**src/design/fmsp_regs.svh**
```systemverilog
// Control register map, field positions, reset values and timing counts of the serial port
`ifndef FMSP_REGS_SVH
`define FMSP_REGS_SVH
`define FMSP_ADDR_CTRL 8'h98
`define FMSP_ADDR_BUF 8'h99
`define FMSP_CTRL_RESET 8'h00
`define FMSP_BUF_RESET 8'h00
`define FMSP_BIT_MODE_HI 7
`define FMSP_BIT_MODE_LO 6
`define FMSP_BIT_FILTER 5
`define FMSP_BIT_RX_EN 4
`define FMSP_BIT_TX_B9 3
`define FMSP_BIT_RX_B9 2
`define FMSP_BIT_TX_DONE 1
`define FMSP_BIT_RX_DONE 0
`define FMSP_SHIFT_DIVISOR 12
`define FMSP_SHIFT_DIV_LAST 4'(`FMSP_SHIFT_DIVISOR - 1)
`define FMSP_SHIFT_DIV_HALF 4'(`FMSP_SHIFT_DIVISOR / 2)
`define FMSP_SHIFT_LAST_BIT 3'h7
`define FMSP_OVERSAMPLE 16
`define FMSP_FIX_DIV_SLOW 64
`define FMSP_FIX_DIV_FAST 32
`define FMSP_FIX_PRE_SLOW 2'(`FMSP_FIX_DIV_SLOW / `FMSP_OVERSAMPLE - 1)
`define FMSP_FIX_PRE_FAST 2'(`FMSP_FIX_DIV_FAST / `FMSP_OVERSAMPLE - 1)
`define FMSP_OVS_LAST 4'(`FMSP_OVERSAMPLE - 1)
`define FMSP_OVS_MID 4'(`FMSP_OVERSAMPLE / 2 - 1)
`define FMSP_LAST_IDX_8 4'h9
`define FMSP_LAST_IDX_9 4'hA
`define FMSP_NINTH_IDX 4'h9
`define FMSP_FIFO_WIDTH 9
`define FMSP_FIFO_DEPTH 4
`endif

```
**src/design/fmsp_pkg.sv**
```systemverilog
// Types shared by the serial port: modes, shift engine states and the state record
package fmsp_pkg;

    typedef enum logic [1:0] {
        FMSP_MODE_SHIFT = 2'b00,
        FMSP_MODE_ASYNC8 = 2'b01,
        FMSP_MODE_FIXED9 = 2'b10,
        FMSP_MODE_VAR9 = 2'b11
    } fmsp_mode_t;

    typedef enum logic [1:0] {
        FMSP_SH_IDLE = 2'b00,
        FMSP_SH_TX = 2'b01,
        FMSP_SH_RX = 2'b10
    } fmsp_shift_t;

    typedef struct packed {
        logic [7:0] ctrl;
        logic [7:0] rx_buf;
        logic [2:0] rx_sync;
        logic rxd;
        logic rxd_prev;
        logic [1:0] fix_pre;
        logic t1_half;
        logic tx_busy;
        logic [3:0] tx_phase;
        logic [3:0] tx_idx;
        logic [9:0] tx_sh;
        logic txd;
        logic rx_busy;
        logic [3:0] rx_phase;
        logic [3:0] rx_idx;
        logic [7:0] rx_sh;
        logic rx_b9;
        fmsp_shift_t sh_state;
        logic [3:0] sh_div;
        logic [2:0] sh_idx;
        logic [7:0] sh_data;
        logic [7:0] rdata;
        logic tf2_sup;
        logic pin_out;
        logic data_out;
        logic data_oe;
    } fmsp_state_t;

endpackage : fmsp_pkg

```
**src/design/fmsp_fifo.sv**
```systemverilog
// Small synchronous FIFO with valid and ready on both sides
module fmsp_fifo #(
    parameter int WIDTH = 9,
    parameter int DEPTH = 4
) (
    input wire logic clk_i,
    input wire logic rst_n_i,
    input wire logic in_valid_i,
    output logic in_ready_o,
    input wire logic [WIDTH-1:0] in_data_i,
    output logic out_valid_o,
    input wire logic out_ready_i,
    output logic [WIDTH-1:0] out_data_o
);
    localparam int AW = (DEPTH > 1) ? $clog2(DEPTH) : 1;
    localparam int CW = $clog2(DEPTH + 1);

    typedef struct packed {
        logic [DEPTH-1:0][WIDTH-1:0] mem;
        logic [AW-1:0] wptr;
        logic [AW-1:0] rptr;
        logic [CW-1:0] count;
        logic full;
        logic empty;
    } fmsp_fifo_st_t;

    fmsp_fifo_st_t s_r;
    fmsp_fifo_st_t s_nxt;
    logic push;
    logic pop;

    // Full and empty are flops so ready and valid reach the ports glitch free
    assign in_ready_o = ~s_r.full;
    assign out_valid_o = ~s_r.empty;
    assign out_data_o = s_r.mem[s_r.rptr];
    assign push = in_valid_i & ~s_r.full;
    assign pop = out_ready_i & ~s_r.empty;

    // Pointer wrap handles depths that are not a power of two
    always_comb
    begin
        s_nxt = s_r;
        if (push)
        begin
            s_nxt.mem[s_r.wptr] = in_data_i;
            s_nxt.wptr = (s_r.wptr == AW'(DEPTH - 1)) ? '0 : s_r.wptr + AW'(1);
        end
        if (pop)
        begin
            s_nxt.rptr = (s_r.rptr == AW'(DEPTH - 1)) ? '0 : s_r.rptr + AW'(1);
        end
        s_nxt.count = s_r.count + CW'(push) - CW'(pop);
        s_nxt.full = (s_nxt.count == CW'(DEPTH));
        s_nxt.empty = (s_nxt.count == '0);
    end

    // State register
    always_ff @(posedge clk_i or negedge rst_n_i)
    begin
        if (!rst_n_i)
        begin
            s_r <= '{mem: '0, wptr: '0, rptr: '0, count: '0, full: 1'b0, empty: 1'b1};
        end
        else
        begin
            s_r <= s_nxt;
        end
    end

endmodule : fmsp_fifo

```
**src/design/fmsp_serial_port.sv**
```systemverilog
// Four mode serial port: control and buffer registers, shift mode and asynchronous engines
`include "fmsp_regs.svh"

module fmsp_serial_port (
    input wire logic clk_i,
    input wire logic arst_n_i,
    input wire logic [7:0] sfr_addr_i,
    input wire logic sfr_wr_i,
    input wire logic sfr_rd_i,
    input wire logic [7:0] sfr_wdata_i,
    output logic [7:0] sfr_rdata_o,
    input wire logic baud_doubler_i,
    input wire logic tx_baud_from_timer2_i,
    input wire logic rx_baud_from_timer2_i,
    input wire logic timer1_ovf_i,
    input wire logic timer2_ovf_i,
    input wire logic serial_data_i,
    output logic serial_data_o,
    output logic serial_data_oe_o,
    output logic serial_out_o,
    output logic timer2_flag_suppress_o,
    output logic tx_room_o
);

    logic [1:0] rst_sync_r;
    logic rst_n;
    fmsp_pkg::fmsp_state_t s_r;
    fmsp_pkg::fmsp_state_t s_nxt;
    fmsp_pkg::fmsp_mode_t mode;
    logic fifo_in_valid;
    logic fifo_in_ready;
    logic fifo_out_valid;
    logic fifo_out_ready;
    logic [`FMSP_FIFO_WIDTH-1:0] fifo_in_data;
    logic [`FMSP_FIFO_WIDTH-1:0] fifo_out_data;
    logic fix_tick;
    logic t1_tick;
    logic tx_tick;
    logic rx_tick;
    logic rx_accept;
    logic rx_bit9;

    // Last frame bit index: stop bit follows bit 8 or the ninth bit
    function automatic logic [3:0] last_idx(input fmsp_pkg::fmsp_mode_t m);
        last_idx = (m == fmsp_pkg::FMSP_MODE_ASYNC8) ? `FMSP_LAST_IDX_8 : `FMSP_LAST_IDX_9;
    endfunction : last_idx

    // Reset release is synchronised; assertion stays asynchronous
    always_ff @(posedge clk_i or negedge arst_n_i)
    begin
        if (!arst_n_i)
        begin
            rst_sync_r <= 2'h0;
        end
        else
        begin
            rst_sync_r <= {rst_sync_r[0], 1'b1};
        end
    end
    assign rst_n = rst_sync_r[1];

    // Mode comes straight from the two top control bits
    assign mode = fmsp_pkg::fmsp_mode_t'({s_r.ctrl[`FMSP_BIT_MODE_HI],
                                          s_r.ctrl[`FMSP_BIT_MODE_LO]});

    // Transmit words carry the ninth bit as it stood at the write
    assign fifo_in_valid = sfr_wr_i & (sfr_addr_i == `FMSP_ADDR_BUF);
    assign fifo_in_data = {s_r.ctrl[`FMSP_BIT_TX_B9], sfr_wdata_i};

    fmsp_fifo #(
        .WIDTH(`FMSP_FIFO_WIDTH),
        .DEPTH(`FMSP_FIFO_DEPTH)
    ) u_tx_fifo (
        .clk_i(clk_i),
        .rst_n_i(rst_n),
        .in_valid_i(fifo_in_valid),
        .in_ready_o(fifo_in_ready),
        .in_data_i(fifo_in_data),
        .out_valid_o(fifo_out_valid),
        .out_ready_i(fifo_out_ready),
        .out_data_o(fifo_out_data)
    );

    // Sixteen-phase ticks; Timer 1 halves its overflow rate unless doubled
    assign fix_tick = (s_r.fix_pre == 2'h0);
    assign t1_tick = timer1_ovf_i & (baud_doubler_i | s_r.t1_half);
    // Each Timer 2 overflow is one sixteenth of a bit
    assign tx_tick = (mode == fmsp_pkg::FMSP_MODE_FIXED9) ? fix_tick :
                     (tx_baud_from_timer2_i ? timer2_ovf_i : t1_tick);
    assign rx_tick = (mode == fmsp_pkg::FMSP_MODE_FIXED9) ? fix_tick :
                     (rx_baud_from_timer2_i ? timer2_ovf_i : t1_tick);

    // Ninth bit is the stop bit in the 8-bit mode, the data ninth bit otherwise
    assign rx_bit9 = (mode == fmsp_pkg::FMSP_MODE_ASYNC8) ? s_r.rxd : s_r.rx_b9;
    // Accept only into an empty buffer and past the address filter
    assign rx_accept = ~s_r.ctrl[`FMSP_BIT_RX_DONE] &
                       (~s_r.ctrl[`FMSP_BIT_FILTER] | rx_bit9);

    // Handshake to the transmit FIFO: pop when an engine takes a word
    always_comb
    begin
        fifo_out_ready = 1'b0;
        if (mode == fmsp_pkg::FMSP_MODE_SHIFT)
        begin
            fifo_out_ready = fifo_out_valid & (s_r.sh_state == fmsp_pkg::FMSP_SH_IDLE);
        end
        else
        begin
            fifo_out_ready = fifo_out_valid & ~s_r.tx_busy & tx_tick;
        end
    end

    // All next-state logic; hardware sets are applied after software writes so they win
    always_comb
    begin
        s_nxt = s_r;

        // Software write of the control register and reads of either register
        if (sfr_wr_i && (sfr_addr_i == `FMSP_ADDR_CTRL))
        begin
            s_nxt.ctrl = sfr_wdata_i;
        end
        if (sfr_rd_i)
        begin
            if (sfr_addr_i == `FMSP_ADDR_CTRL)
            begin
                s_nxt.rdata = s_r.ctrl;
            end
            else if (sfr_addr_i == `FMSP_ADDR_BUF)
            begin
                s_nxt.rdata = s_r.rx_buf;
            end
            else
            begin
                s_nxt.rdata = 8'h00;
            end
        end

        // Three-flop pin filter; the level moves only when the last two agree
        s_nxt.rx_sync = {s_r.rx_sync[1:0], serial_data_i};
        if (s_r.rx_sync[1] == s_r.rx_sync[2])
        begin
            s_nxt.rxd = s_r.rx_sync[2];
        end
        s_nxt.rxd_prev = s_r.rxd;

        // Fixed-rate prescaler and Timer 1 overflow halver
        if (fix_tick)
        begin
            s_nxt.fix_pre = baud_doubler_i ? `FMSP_FIX_PRE_FAST : `FMSP_FIX_PRE_SLOW;
        end
        else
        begin
            s_nxt.fix_pre = s_r.fix_pre - 2'h1;
        end
        if (timer1_ovf_i)
        begin
            s_nxt.t1_half = ~s_r.t1_half;
        end

        // Either Timer 2 select tells the timer to keep its overflow flag quiet
        s_nxt.tf2_sup = tx_baud_from_timer2_i | rx_baud_from_timer2_i;

        if (mode == fmsp_pkg::FMSP_MODE_SHIFT)
        begin
            // Shift mode: one engine, twelve clocks per bit, clock low then high
            unique case (s_r.sh_state)
                fmsp_pkg::FMSP_SH_IDLE:
                begin
                    s_nxt.sh_div = 4'h0;
                    s_nxt.sh_idx = 3'h0;
                    if (fifo_out_valid)
                    begin
                        s_nxt.sh_state = fmsp_pkg::FMSP_SH_TX;
                        s_nxt.sh_data = fifo_out_data[7:0];
                    end
                    else if (s_r.ctrl[`FMSP_BIT_RX_EN] && !s_r.ctrl[`FMSP_BIT_RX_DONE])
                    begin
                        s_nxt.sh_state = fmsp_pkg::FMSP_SH_RX;
                    end
                end
                fmsp_pkg::FMSP_SH_TX, fmsp_pkg::FMSP_SH_RX:
                begin
                    s_nxt.sh_div = s_r.sh_div + 4'h1;
                    // Sample on the rising edge of the shift clock
                    if ((s_r.sh_state == fmsp_pkg::FMSP_SH_RX) &&
                        (s_r.sh_div == `FMSP_SHIFT_DIV_HALF))
                    begin
                        s_nxt.sh_data = {s_r.rxd, s_r.sh_data[7:1]};
                    end
                    if (s_r.sh_div == `FMSP_SHIFT_DIV_LAST)
                    begin
                        s_nxt.sh_div = 4'h0;
                        s_nxt.sh_idx = s_r.sh_idx + 3'h1;
                        if (s_r.sh_state == fmsp_pkg::FMSP_SH_TX)
                        begin
                            s_nxt.sh_data = {1'b0, s_r.sh_data[7:1]};
                        end
                        if (s_r.sh_idx == `FMSP_SHIFT_LAST_BIT)
                        begin
                            s_nxt.sh_state = fmsp_pkg::FMSP_SH_IDLE;
                            if (s_r.sh_state == fmsp_pkg::FMSP_SH_TX)
                            begin
                                s_nxt.ctrl[`FMSP_BIT_TX_DONE] = 1'b1;
                            end
                            else
                            begin
                                s_nxt.rx_buf = s_r.sh_data;
                                s_nxt.ctrl[`FMSP_BIT_RX_DONE] = 1'b1;
                            end
                        end
                    end
                end
                default:
                begin
                    s_nxt.sh_state = fmsp_pkg::FMSP_SH_IDLE;
                end
            endcase
        end
        else
        begin
            // Transmitter: a word is taken on a baud tick and the start bit goes out
            if (!s_r.tx_busy)
            begin
                if (fifo_out_ready)
                begin
                    s_nxt.tx_busy = 1'b1;
                    s_nxt.tx_phase = 4'h0;
                    s_nxt.tx_idx = 4'h0;
                    s_nxt.txd = 1'b0;
                    if (mode == fmsp_pkg::FMSP_MODE_ASYNC8)
                    begin
                        s_nxt.tx_sh = {2'b11, fifo_out_data[7:0]};
                    end
                    else
                    begin
                        s_nxt.tx_sh = {1'b1, fifo_out_data};
                    end
                end
            end
            else if (tx_tick)
            begin
                s_nxt.tx_phase = s_r.tx_phase + 4'h1;
                if (s_r.tx_phase == `FMSP_OVS_LAST)
                begin
                    if (s_r.tx_idx == last_idx(mode))
                    begin
                        s_nxt.tx_busy = 1'b0;
                        s_nxt.txd = 1'b1;
                    end
                    else
                    begin
                        // LSB first, ones fill in behind so the line ends high
                        s_nxt.tx_idx = s_r.tx_idx + 4'h1;
                        s_nxt.txd = s_r.tx_sh[0];
                        s_nxt.tx_sh = {1'b1, s_r.tx_sh[9:1]};
                        if ((s_r.tx_idx + 4'h1) == last_idx(mode))
                        begin
                            s_nxt.ctrl[`FMSP_BIT_TX_DONE] = 1'b1;
                        end
                    end
                end
            end

            // Receiver runs beside the transmitter, independent of the buffer
            if (!s_r.rx_busy)
            begin
                if (s_r.ctrl[`FMSP_BIT_RX_EN] && s_r.rxd_prev && !s_r.rxd)
                begin
                    s_nxt.rx_busy = 1'b1;
                    s_nxt.rx_phase = 4'h0;
                    s_nxt.rx_idx = 4'h0;
                end
            end
            else if (rx_tick)
            begin
                s_nxt.rx_phase = s_r.rx_phase + 4'h1;
                if (s_r.rx_phase == `FMSP_OVS_LAST)
                begin
                    s_nxt.rx_idx = s_r.rx_idx + 4'h1;
                end
                if (s_r.rx_phase == `FMSP_OVS_MID)
                begin
                    if (s_r.rx_idx == 4'h0)
                    begin
                        // A glitch that is high again at mid-start is no frame
                        s_nxt.rx_busy = s_r.rxd ? 1'b0 : 1'b1;
                    end
                    else if (s_r.rx_idx == last_idx(mode))
                    begin
                        // Mid stop bit: ends the frame, so a new start edge is seen early
                        s_nxt.rx_busy = 1'b0;
                        if (rx_accept)
                        begin
                            s_nxt.rx_buf = s_r.rx_sh;
                            s_nxt.ctrl[`FMSP_BIT_RX_B9] = rx_bit9;
                            s_nxt.ctrl[`FMSP_BIT_RX_DONE] = 1'b1;
                        end
                    end
                    else if (s_r.rx_idx == `FMSP_NINTH_IDX)
                    begin
                        s_nxt.rx_b9 = s_r.rxd;
                    end
                    else
                    begin
                        s_nxt.rx_sh = {s_r.rxd, s_r.rx_sh[7:1]};
                    end
                end
            end
        end

        // Pin drivers, registered from the next state
        if (mode == fmsp_pkg::FMSP_MODE_SHIFT)
        begin
            s_nxt.pin_out = (s_nxt.sh_state == fmsp_pkg::FMSP_SH_IDLE) ? 1'b1 :
                            (s_nxt.sh_div >= `FMSP_SHIFT_DIV_HALF);
            s_nxt.data_oe = (s_nxt.sh_state == fmsp_pkg::FMSP_SH_TX);
            // Released data pin shows its idle high, not leftover shift bits
            s_nxt.data_out = s_nxt.data_oe ? s_nxt.sh_data[0] : 1'b1;
        end
        else
        begin
            s_nxt.pin_out = s_nxt.txd;
            s_nxt.data_oe = 1'b0;
            s_nxt.data_out = 1'b1;
        end
    end

    // Single state register; pins idle high and undriven after reset
    always_ff @(posedge clk_i or negedge rst_n)
    begin
        if (!rst_n)
        begin
            s_r <= '0;
            s_r.ctrl <= `FMSP_CTRL_RESET;
            s_r.rx_buf <= `FMSP_BUF_RESET;
            s_r.rx_sync <= 3'h7;
            s_r.rxd <= 1'b1;
            s_r.rxd_prev <= 1'b1;
            s_r.tx_sh <= 10'h3FF;
            s_r.txd <= 1'b1;
            s_r.sh_state <= fmsp_pkg::FMSP_SH_IDLE;
            s_r.pin_out <= 1'b1;
            s_r.data_out <= 1'b1;
        end
        else
        begin
            s_r <= s_nxt;
        end
    end

    // Outputs straight from flops
    assign sfr_rdata_o = s_r.rdata;
    assign serial_data_o = s_r.data_out;
    assign serial_data_oe_o = s_r.data_oe;
    assign serial_out_o = s_r.pin_out;
    assign timer2_flag_suppress_o = s_r.tf2_sup;
    assign tx_room_o = fifo_in_ready;

endmodule : fmsp_serial_port

```
**config.mk**
```make
export PLATFORM = sky130hd
export DESIGN_NAME = fmsp_serial_port
export DESIGN_NICKNAME = d
export VERILOG_FILES = /design/src/design/fmsp_pkg.sv /design/src/design/fmsp_fifo.sv /design/src/design/fmsp_serial_port.sv
export VERILOG_INCLUDE_DIRS = /design/src /design/src/design
export SDC_FILE = /design/constraint.sdc
export NUM_CORES = 1
export LEC_CHECK = 0
export ABC_AREA = 1
export BUFFER_PORTS_ARGS = -buffer_cell sky130_fd_sc_hd__buf_4
export CAP_MARGIN = 10
export CORE_AREA = 10 10 157 159
export DETAILED_ROUTE_END_ITERATION = 12
export DIE_AREA = 0 0 167 169
export SKIP_LAST_GASP = 1
export SYNTH_ARGS = -nofsm -noshare
export SYNTH_HDL_FRONTEND = slang
export SYNTH_SLANG_ARGS = --single-unit
```
**constraint.sdc**
```tcl
create_clock -name clk_i -period 13.3 [get_ports clk_i]
set_clock_uncertainty 0.1 [all_clocks]
set_input_delay 1.33 -clock clk_i [delete_from_list [all_inputs] [get_ports clk_i]]
set_output_delay 1.33 -clock clk_i [all_outputs]
set_load 0.02 [all_outputs]
```
==> out/qor.txt, run 1 <==
Slew Viols, Final -> 0
PnR worst setup slack -> 9.98 ns
Leading area contributor after synthesis -> dfrtp_1
Yosys Warn Count -> 0
FILL cells -> 2154
Rel. slew slack -> 0.334
Via count -> 5886
RSZ-0062 raised after global routing -> no
Drt drc -> 0
Site row count -> 54
Worst Hold Class -> flip-flop to flip-flop
Switching power -> 305 uW
Final setup violation count -> 0
Seq cells post-synth -> 138
Reg power frac -> 0.444
DRT antenna net count -> 0
Vias/cell -> 4.84
Syn Inst Count -> 893
Leak Pwr -> 0.00412 uW
Die height -> 169 microns
Initial Utilization -> 0.333
Initial antenna violation count -> 0
Multi-input logic area -> 3220 sq um
Startpoint types -> primary input
Routability Congestion -> 0.837
Min cycle time layout -> 3.32 ns
Hold depth -> 0
Most common cell in the netlist -> nand2_1
CP Data Required Time -> 13.54 ns
Crit path DAT -> 3.56 ns
Most area-consuming cells after synthesis -> dfrtp_1 (41%), nand2_1 (14%), dfstp_2 (7.0%)
Largest net degree at the start of global routing -> 79
Net Sw Frac -> 0.274
Post-synthesis sequential area ratio -> 0.484
Commonest cells post-synth -> nand2_1 (273), dfrtp_1 (119), o21ai_0 (93)
Internal -> 809 uW
Pre-antenna DRT Iters -> 5
CTS Hold Bufs -> 0
Die area -> 28200 sq um
Die width -> 167 microns
Share of cells above drive strength 1 -> 0.141
Pre-CTS WS -> 9.20 ns
Post-cts gate resize count -> 0
CTS Buf Count -> 17
CTS sink cnt -> 138
DP Wirelength -> 12500 microns
Final worst path period share -> 0.250
H-tree Lvls -> 4
Max clock buf depth -> 2
Post-synth ARST share -> 1.00
Later-pin clock latency in the skew report -> 0.43 ns
Share of the synthesized area in the top cell type -> 0.415
Area grow syn2layout -> 15.0%
Final WL -> 17700 microns
WHS -> 0.251 ns
Max Freq -> 0.301 GHz
Syn_nets -> 941
Register area -> 3480 sq um
Final global-route overflow total -> 0
Layout Nets -> 971
Worst setup path class -> primary input to flip-flop
Gr usage total -> 0.127
Clock slew at reported path FFs -> 0.06 ns
Worst slew pin tran -> 0.999 ns
Top FF cell, synth -> dfrtp_1
IO Port Bufs -> 38
Root Buffer -> clkbuf_16
Final TNS setup -> 0 ns
Hold Vio Cnt, Final -> 0
Vias in the first global route -> 5592
N_diodes -> 0
Routed WL per cell -> 14.6 microns
Critical path fanouts, max -> 15
EDFF count, synth -> 0
Combinational share of power -> 0.128
Status -> complete, no violations
First-pass GRT wire length -> 29400 microns
Max-Cap Viols -> 0
Post-Syn Area -> 7180 sq um
Reg2reg path depth -> 12
Post-synthesis cell type count -> 49
Max VDD drop -> 76.1 uV
CP endpoint kind -> flip-flop
Pwr dens -> 135 nW/um^2
Core ar. -> 21600 sq um
Initial DRC count -> 524
Avg Cell Area, Syn -> 8.04 sq um
IO Pins -> 39
Clk pwr share -> 0.429
CTS tree -> yes
Setup Fix Bufs, Post-CTS -> 0
critical path, stage by stage:
cell,delay [ns]
buf_4,0.12
nand2_1,0.05
nand2_1,0.07
nand2_1,0.07
nand3_2,0.12
nand3_1,0.17
nand2_2,0.22
ha_1,0.35
inv_1,0.04
ha_1,0.19
fa_1,0.37
xor2_1,0.24
nor3b_1,0.21
area by class of cell:
cell class | count | area share
flip-flops and latches | 138 | 0.421
repair buffers | 41 | 0.0373
multi-input cells | 643 | 0.390
clock inverters | 12 | 0.0180
inverters | 82 | 0.0373
clock buffers | 20 | 0.0541
well taps | 280 | 0.0424
through the flow:
step                       util  cell area, sq um  total power (uW)  instances
after floorplan               -              7180               600        893
after global placement    0.355              7660               642       1183
after detailed placement  0.355              7660               645       1183
after CTS                 0.383              8260              1130       1215
after global routing      0.383              8260              1180       1216
final                     0.383              8260              1110       1216
power groups by stage:
stage | Clock (uW) | Sequential, uW | Combinational [uW]
floorplan | 0 | 495 | 104
global placement | 0 | 501 | 140
detailed placement | 0 | 502 | 143
CTS | 489 | 495 | 144
global route | 509 | 501 | 165
finish | 478 | 495 | 142
path summary, 6_finish.rpt:
check | from | slack [ns] | to
worst max-delay path | timer1_ovf_i | 9.98 | u_tx_fifo.s_r[1]
worst min-delay path | rst_sync_r[0] | 0.25 | rst_sync_r[1]
worst max register to register | s_r[28] | 10.14 | u_tx_fifo.s_r[1]
worst min register to register | rst_sync_r[0] | 0.25 | rst_sync_r[1]
max in group asynchronous | rst_sync_r[1] | 11.32 | u_tx_fifo.s_r[26]
min in group asynchronous | rst_sync_r[1] | 0.28 | s_r[24]
placed cells by master, fill, tap and decap left out, types with 10 or more instances in the layout:
cell | Yosys | routed
a21oi_1 | 23 | 23
nand3_1 | 64 | 64
nor3_1 | 10 | 10
nor2_1 | 68 | 68
nor2_2 | 12 | 12
dfrtp_1 | 119 | 118
ha_1 | 21 | 21
clkbuf_16 | 0 | 17
nand2_1 | 273 | 273
buf_4 | 11 | 40
dfstp_2 | 19 | 19
o21ai_0 | 93 | 93
inv_1 | 78 | 78
logic make-up (layout without fill, tap and decap cells):
kind of cell,after synthesis,in the layout,synth area share
AOI/OAI and AO/OA,148,148,0.114
xor gates and xnor gates,9,9,0.0110
adders and majority gates,23,23,0.0408
buffers and inverters,112,155,0.0676
DFF,138,138,0.484
muxes,1,1,0.00139
other,1,1,0.000522
and+or+nand+nor,461,461,0.281
sequential cells by signal, summed over array words and instances, names as in the netlist:
| signal | count |
|---|---|
| rst_sync_r | 2 |
| timer2_flag_suppress_o | 1 |
| s_nxt | 3 |
| serial_out_o | 1 |
| serial_data_oe_o | 1 |
| serial_data_o | 1 |
| s_r | 73 |
| fifo_in_data | 1 |
| u_tx_fifo.s_r | 45 |
| sfr_rdata_o | 8 |
| mode | 2 |
layer usage:
layer	share of wire	GRT usage	vias to the layer above
met5	0	0	-
met4	0.014	0.0397	0
met3	0.051	0.0350	19
met2	0.46	0.193	129
met1	0.47	0.171	2783
li1	-	-	2955
Note: power is estimated with default switching activity, not from simulation.
==> run 2: changes to the inputs <==
==> constraint.sdc (replaced) <==
create_clock -name clk_i -period 2.8 [get_ports clk_i]
set_clock_uncertainty 0.1 [all_clocks]
set_input_delay 0.28 -clock clk_i [delete_from_list [all_inputs] [get_ports clk_i]]
set_output_delay 0.28 -clock clk_i [all_outputs]
set_load 0.02 [all_outputs]
==> out/qor.txt, run 2 (synthesized netlist as in run 1, its figures left out) <==
Status -> complete, no violations
Busiest grt layer -> met2
Gr usage total -> 0.130 (+0.00346)
Critical Path Source -> s_r[27]
Post-Layout Cell Count -> 1237 (+1.7%)
Worst slew pin tran -> 0.654 ns (-0.345 ns)
Layout Nets -> 992 (+2.2%)
Area grow syn2layout -> 18.9%
Via count -> 6024 (+2.3%)
Internal -> 4170 uW (+420%)
Routed WL per cell -> 14.6 microns (about the same)
Max VDD drop -> 346 uV (+350%)
Later-pin clock latency in the skew report -> 0.43 ns (about the same)
H-tree Lvls -> 4 (unchanged)
Pwr dens -> 662 nW/um^2 (+390%)
Clock slew at reported path FFs -> 0.06 ns (about the same)
Largest register FFs -> 73 (unchanged)
WHS -> 0.0253 ns (-0.226 ns)
Max clock buf depth -> 2 (unchanged)
First-pass GRT wire length -> 30200 microns (+2.9%)
IO Pins -> 39 (unchanged)
Initial antenna violation count -> 0 (unchanged)
Crit path DAT -> 2.90 ns (-0.66 ns)
Reg2Reg Capture Point -> u_tx_fifo.s_r[1]
Reg2reg path depth -> 12 (unchanged)
Hold Vio Cnt, Final -> 0 (unchanged)
CP Data Required Time -> 3.03 ns (-10.51 ns)
Reg2Reg Launch Point -> s_r[27]
Final core occ -> 0.396 (+0.0129)
Share of cells above drive strength 1 -> 0.153 (+0.0115)
Termination of the worst setup path -> u_tx_fifo.s_r[1]
Largest net degree at the start of global routing -> 79 (unchanged)
Max-Cap Viols -> 0 (unchanged)
Reg2Reg Setup Slack -> 0.13 ns (-10.01 ns)
Worst setup path class -> flip-flop to flip-flop
Net Sw Frac -> 0.262 (-0.0118)
Most frequent cells in the layout -> nand2_1 (273), dfrtp_1 (118), o21ai_0 (93)
Pre-antenna DRT Iters -> 5 (unchanged)
Die height -> 169 microns (unchanged)
Switching power -> 1480 uW (+390%)
Leak Pwr -> 0.00425 uW (+3.3%)
Startpoint types -> flip-flop
Vias/cell -> 4.87 (+0.61%)
Critical path fanouts, max -> 5 (-10)
Final worst path period share -> 0.953
Final setup violation count -> 0 (unchanged)
GR Layer Usage met3 -> 0.0350 (unchanged)
Met2 Use GR -> 0.203 (+0.00984)
CP endpoint kind -> flip-flop
Core ar. -> 21600 sq um (unchanged)
Largest reg by FF count -> s_r
Drt drc -> 0 (unchanged)
Reg power frac -> 0.415 (-0.029)
CTS tree -> yes
N_diodes -> 0 (unchanged)
Final WL -> 18000 microns (+1.8%)
Final TNS setup -> 0 ns (unchanged)
Area after DPL -> 7760 sq um (+1.3%)
Commonest non-fill, non-tap cell in the layout -> nand2_1
Routability Congestion -> 0.897 (+7.1%)
Die area -> 28200 sq um (unchanged)
Post-route cell area -> 8540 sq um (+3.4%)
CTS sink cnt -> 138 (unchanged)
Root Buffer -> clkbuf_16
Initial Utilization -> 0.333 (unchanged)
Clk pwr share -> 0.455 (+0.026)
Inst Count DP -> 1195 (+1.0%)
Max Freq -> 0.375 GHz
Initial DRC count -> 412 (-21%)
Final global-route overflow total -> 0 (unchanged)
Site row count -> 54 (unchanged)
Die width -> 167 microns (unchanged)
Min cycle time layout -> 2.67 ns
Worst Hold Class -> primary input to flip-flop
DP Wirelength -> 13100 microns (+4.3%)
Rel. slew slack -> 0.564 (+0.230)
Vias in the first global route -> 5863 (+4.8%)
DRT antenna net count -> 0 (unchanged)
Slew Viols, Final -> 0 (unchanged)
RSZ-0062 raised after global routing -> no
Combinational share of power -> 0.130 (+0.002)
IO Port Bufs -> 38 (unchanged)
CTS Buf Count -> 17 (unchanged)
GR Layer Usage met1 -> 0.171 (+0.000318)
-- run 2: changes by cell type in the layout (fill, tap and decap cells not counted), sizes merged --
| cell | change |
|---|---|
| bufinv | +3 |
| clkinv | -4 |
| buf | +13 |
| clkinvlp | +1 |
| clkbuf | -1 |
| dlygate4sd3 | +9 |
-- run 2: worst min-delay path by stage --
stage	from	end	slack, ns	cells past startpoint
after CTS	sfr_wdata_i[4]	u_tx_fifo.s_r[40]	0.01	3
final	sfr_wdata_i[4]	u_tx_fifo.s_r[40]	0.03	3
after global placement	arst_n_i	rst_sync_r[0]	-0.04	1
after detailed placement	arst_n_i	rst_sync_r[0]	-0.04	1
after floorplan	arst_n_i	rst_sync_r[0]	-0.12	0
after global routing	sfr_wdata_i[7]	u_tx_fifo.s_r[43]	0.03	3
-- run 2: cell type report --
cell class / count / area (sq um)
Multi-Input combinational cell: 643 / 3230
Tap cell: 280 / 350
Sequential cell: 138 / 3480
Fill cell: 2178 / 13000
Inverter: 82 / 308
Timing Repair Buffer: 62 / 500
Clock inverter: 12 / 219
Clock buffer: 20 / 457
-- run 2: metrics by stage --
step | worst slack, ns | power [uW]
3_3_place_gp | 0.307 | 3080
2_1_floorplan | 0.176 | 2850
3_5_place_dp | 0.212 | 3090
6_report | 0.133 | 5650
5_1_grt | 0.00541 | 5920
4_1_cts | 0.164 | 5700
-- run 2: critical path, stage by stage, from the launching register on --
cell	delay [ns]
dfrtp_1	0.43
inv_1	0.09
ha_1	0.22
inv_1	0.11
nor2_2	0.05
nand2_1	0.12
nand2_2	0.08
ha_1	0.27
inv_1	0.04
ha_1	0.21
fa_1	0.40
xor2_1	0.25
nor3b_1	0.22
-- run 2: repair_timing --
action	CTS	global route
setup endpoints to repair	0	1
gates resized for setup	0	1
hold endpoints to repair	20	0
hold buffers	9	0
buffers inserted	0	1
-- run 2: power groups by stage --
stage                     clock network [uW]  registers (uW)  logic (uW)
after floorplan                            0            2350         495
after global placement                     0            2370         707
after detailed placement                   0            2370         717
after CTS                               2630            2340         731
after global routing                    2710            2370         844
final                                   2570            2340         737
-- run 2: metal layers --
metal / share of wire / routed length, microns / up-vias
li1: - / - / 3002
met2: 0.45 / 8100 / 146
met4: 0.018 / 330 / 0
met1: 0.48 / 8610 / 2853
met5: 0 / 0 / -
met3: 0.054 / 967 / 23
==> run 3: changes to the inputs <==
--- a/config.mk
+++ b/config.mk
@@ -6,12 +6,11 @@
 export SDC_FILE = /design/constraint.sdc
 export NUM_CORES = 1
 export LEC_CHECK = 0
-export ABC_AREA = 1
 export BUFFER_PORTS_ARGS = -buffer_cell sky130_fd_sc_hd__buf_4
 export CAP_MARGIN = 10
-export CORE_AREA = 10 10 157 159
+export CORE_AREA = 10 10 154 156
 export DETAILED_ROUTE_END_ITERATION = 12
-export DIE_AREA = 0 0 167 169
+export DIE_AREA = 0 0 164 166
 export SKIP_LAST_GASP = 1
 export SYNTH_ARGS = -nofsm -noshare
 export SYNTH_HDL_FRONTEND = slang
==> out/qor.txt, run 3 <==
Commonest cells post-synth -> dfrtp_1 (119), mux2_2 (52), o21ai_0 (32)
Die area -> 27200 sq um (-3.5%)
Crit path DAT -> 2.91 ns (about the same)
Startpoint types -> flip-flop
Max-Cap Viols -> 0 (unchanged)
Synth Area in Compound Gates -> 0.153 (+0.0395)
Final TNS setup -> 0 ns (unchanged)
Syn_nets -> 631 (-33%)
Most area-consuming cells after synthesis -> dfrtp_1 (43%), mux2_2 (8.5%), dfstp_2 (7.2%)
Drt drc -> 0 (unchanged)
DRT antenna net count -> 0 (unchanged)
Yosys Warn Count -> 0 (unchanged)
CTS tree -> yes
Largest family of logic cells by synthesized area -> compound AO/OA/AOI/OAI gates
Avg Cell Area, Syn -> 11.9 sq um (+47%)
Worst slew pin tran -> 0.747 ns (+0.0935 ns)
Largest net degree at the start of global routing -> 137 (+73%)
Largest register FFs -> 73 (unchanged)
Later-pin clock latency in the skew report -> 0.42 ns (about the same)
IO Port Bufs -> 38 (unchanged)
Leading area contributor after synthesis -> dfrtp_1
Largest reg by FF count -> s_r
Max VDD drop -> 533 uV (+54%)
Post-synthesis cell type count -> 73 (+49%)
IO Pins -> 39 (unchanged)
Vias/cell -> 5.24 (+7.6%)
CTS sink cnt -> 138 (unchanged)
CTS Buf Count -> 17 (unchanged)
Min cycle time layout -> 2.68 ns (+0.00920 ns)
EDFF count, synth -> 0 (unchanged)
First-pass GRT wire length -> 26800 microns (-12%)
Routability Congestion -> 0.826 (-7.9%)
Max Freq -> 0.374 GHz (-0.34%)
Pwr dens -> 726 nW/um^2 (+9.7%)
Top FF cell, synth -> dfrtp_1
Critical path fanouts, max -> 4 (-1)
RSZ-0062 raised after global routing -> no
Max clock buf depth -> 2 (unchanged)
Share of the synthesized area in the top cell type -> 0.431 (+0.0164)
Clock slew at reported path FFs -> 0.06 ns (about the same)
Die height -> 166 microns (-1.8%)
Status -> complete, no violations
Share of cells above drive strength 1 -> 0.308 (+0.156)
Post-Layout Cell Count -> 927 (-25%)
Initial Utilization -> 0.334 (+0.000663)
Routed WL per cell -> 17.8 microns (+22%)
Area grow syn2layout -> 19.5%
Worst Hold Class -> primary input to flip-flop
Die width -> 164 microns (-1.8%)
Commonest non-fill, non-tap cell in the layout -> dfrtp_1
Syn Inst Count -> 583 (-35%)
Pre-antenna DRT Iters -> 5 (unchanged)
Worst setup path class -> flip-flop to flip-flop
H-tree Lvls -> 4 (unchanged)
Rel. slew slack -> 0.502 (-0.0619)
Core ar. -> 20700 sq um (-4.0%)
Post-Syn Area -> 6910 sq um (-3.8%)
Post-synthesis mux area share -> 0.129 (+0.128)
Slew Viols, Final -> 0 (unchanged)
N_diodes -> 0 (unchanged)
Synth Area in Simple Gates -> 0.126 (-0.155)
PnR worst setup slack -> 0.124 ns (-0.00920 ns)
Hold Vio Cnt, Final -> 0 (unchanged)
Post-synth ARST share -> 1.00 (unchanged)
CP endpoint kind -> flip-flop
Synth Area in Adders -> 0.0424 (+0.00162)
Seq cells post-synth -> 138 (unchanged)
Root Buffer -> clkbuf_16
Initial antenna violation count -> 0 (unchanged)
Vias in the first global route -> 4975 (-15%)
Final setup violation count -> 0 (unchanged)
Via count -> 4857 (-19%)
Gr usage total -> 0.124 (-0.00669)
Most frequent cells in the layout -> dfrtp_1 (118), buf_4 (58), mux2_2 (52)
CP Data Required Time -> 3.04 ns (about the same)
Inst Count DP -> 889 (-26%)
Pre-CTS WS -> 0.0848 ns (-0.127 ns)
DP Wirelength -> 11600 microns (-11%)
Initial DRC count -> 296 (-28%)
Final worst path period share -> 0.956 (+0.00329)
Final WL -> 16500 microns (-8.6%)
Leak Pwr -> 0.00377 uW (-11%)
Site row count -> 53 (-1.9%)
Post-synthesis sequential area ratio -> 0.503 (+0.0192)
XOR/XNOR Fraction of Synth Area -> 0.00634 (-0.00464)
Layout Nets -> 687 (-31%)
Most common cell in the netlist -> dfrtp_1
Final global-route overflow total -> 0 (unchanged)
[run 3: cell types whose count changed after synthesis, sizes merged, moves of 8 or more]
cell / before / now
o21ai: 98 / 39
a22o: 1 / 14
mux4: 0 / 9
nand2b: 0 / 10
mux2: 0 / 55
a32oi: 0 / 9
a21o: 1 / 9
nor2: 84 / 26
a22oi: 0 / 19
inv: 80 / 28
nand2: 282 / 35
nand3: 68 / 20
[run 3: cell families after synthesis]
| group | Yosys count |
|---|---|
| AOI/OAI and AO/OA | 148 |
| xor gates and xnor gates | 5 |
| adders and majority gates | 23 |
| buffers and inverters | 54 |
| DFF | 138 |
| muxes | 70 |
| other | 1 |
| and+or+nand+nor | 144 |
[run 3: stage by stage]
stage	cell area [sq um]	util	hold slack (ns)	power (uW)
4_1_cts	8230	0.398	0.00241	5980
5_1_grt	8260	0.399	0.0169	6270
3_3_place_gp	7540	0.365	-0.0376	3450
3_5_place_dp	7540	0.365	-0.0357	3510
6_report	8260	0.399	0.0234	6000
2_1_floorplan	6920	-	-0.116	3130
[run 3: routing by layer]
| metal | routed length [microns] | GRT usage | part of all wire |
|---|---|---|---|
| met5 | 0 | 0 | 0 |
| met4 | 206 | 0.0443 | 0.013 |
| met3 | 554 | 0.0273 | 0.034 |
| met2 | 8390 | 0.204 | 0.51 |
| met1 | 7310 | 0.155 | 0.44 |
[run 3: timing repair]
action	CTS	global route
gates resized for setup	0	2
hold buffers	4	0
hold endpoints to repair	5	0
setup buffers	0	2
endpoints found under the setup margin	0	1
[run 3: final timing paths]
path,endpoint,startpoint,cells past startpoint,slack (ns)
worst max-delay path,u_tx_fifo.s_r[1],mode[1],11,0.12
worst min-delay path,timer2_flag_suppress_o,tx_baud_from_timer2_i,2,0.02
worst max register to register,u_tx_fifo.s_r[1],mode[1],11,0.12
worst min register to register,s_nxt[74],s_nxt[73],0,0.25
max in group asynchronous,s_r[63],rst_sync_r[1],1,1.71
min in group asynchronous,rst_sync_r[1],arst_n_i,2,0.07
[run 3: worst max-delay path, cell delays in order (launching register included)]
cell and delay [ns]:
dfrtp_1 0.37, and2b_1 0.20, a32oi_4 0.28, a21oi_4 0.11
a21oi_2 0.15, inv_1 0.06, ha_1 0.28, inv_1 0.05
ha_1 0.20, fa_1 0.42, xnor2_2 0.19, nor3b_2 0.19
[run 3: cell type report]
class / count / area (sq um)
inverters: 28 / 105
repair buffers: 63 / 495
flip-flops and latches: 138 / 3480
well taps: 275 / 344
fillers: 2001 / 12400
multi-input cells: 391 / 3190
clock buffers: 19 / 453
clock inverters: 13 / 190
[run 3: power by group]
part,internal (uW),switching (uW),total (uW)
Clock,1550,896,2440
Combinational,542,621,1160
Sequential,2190,198,2390
Total,4280,1710,6000
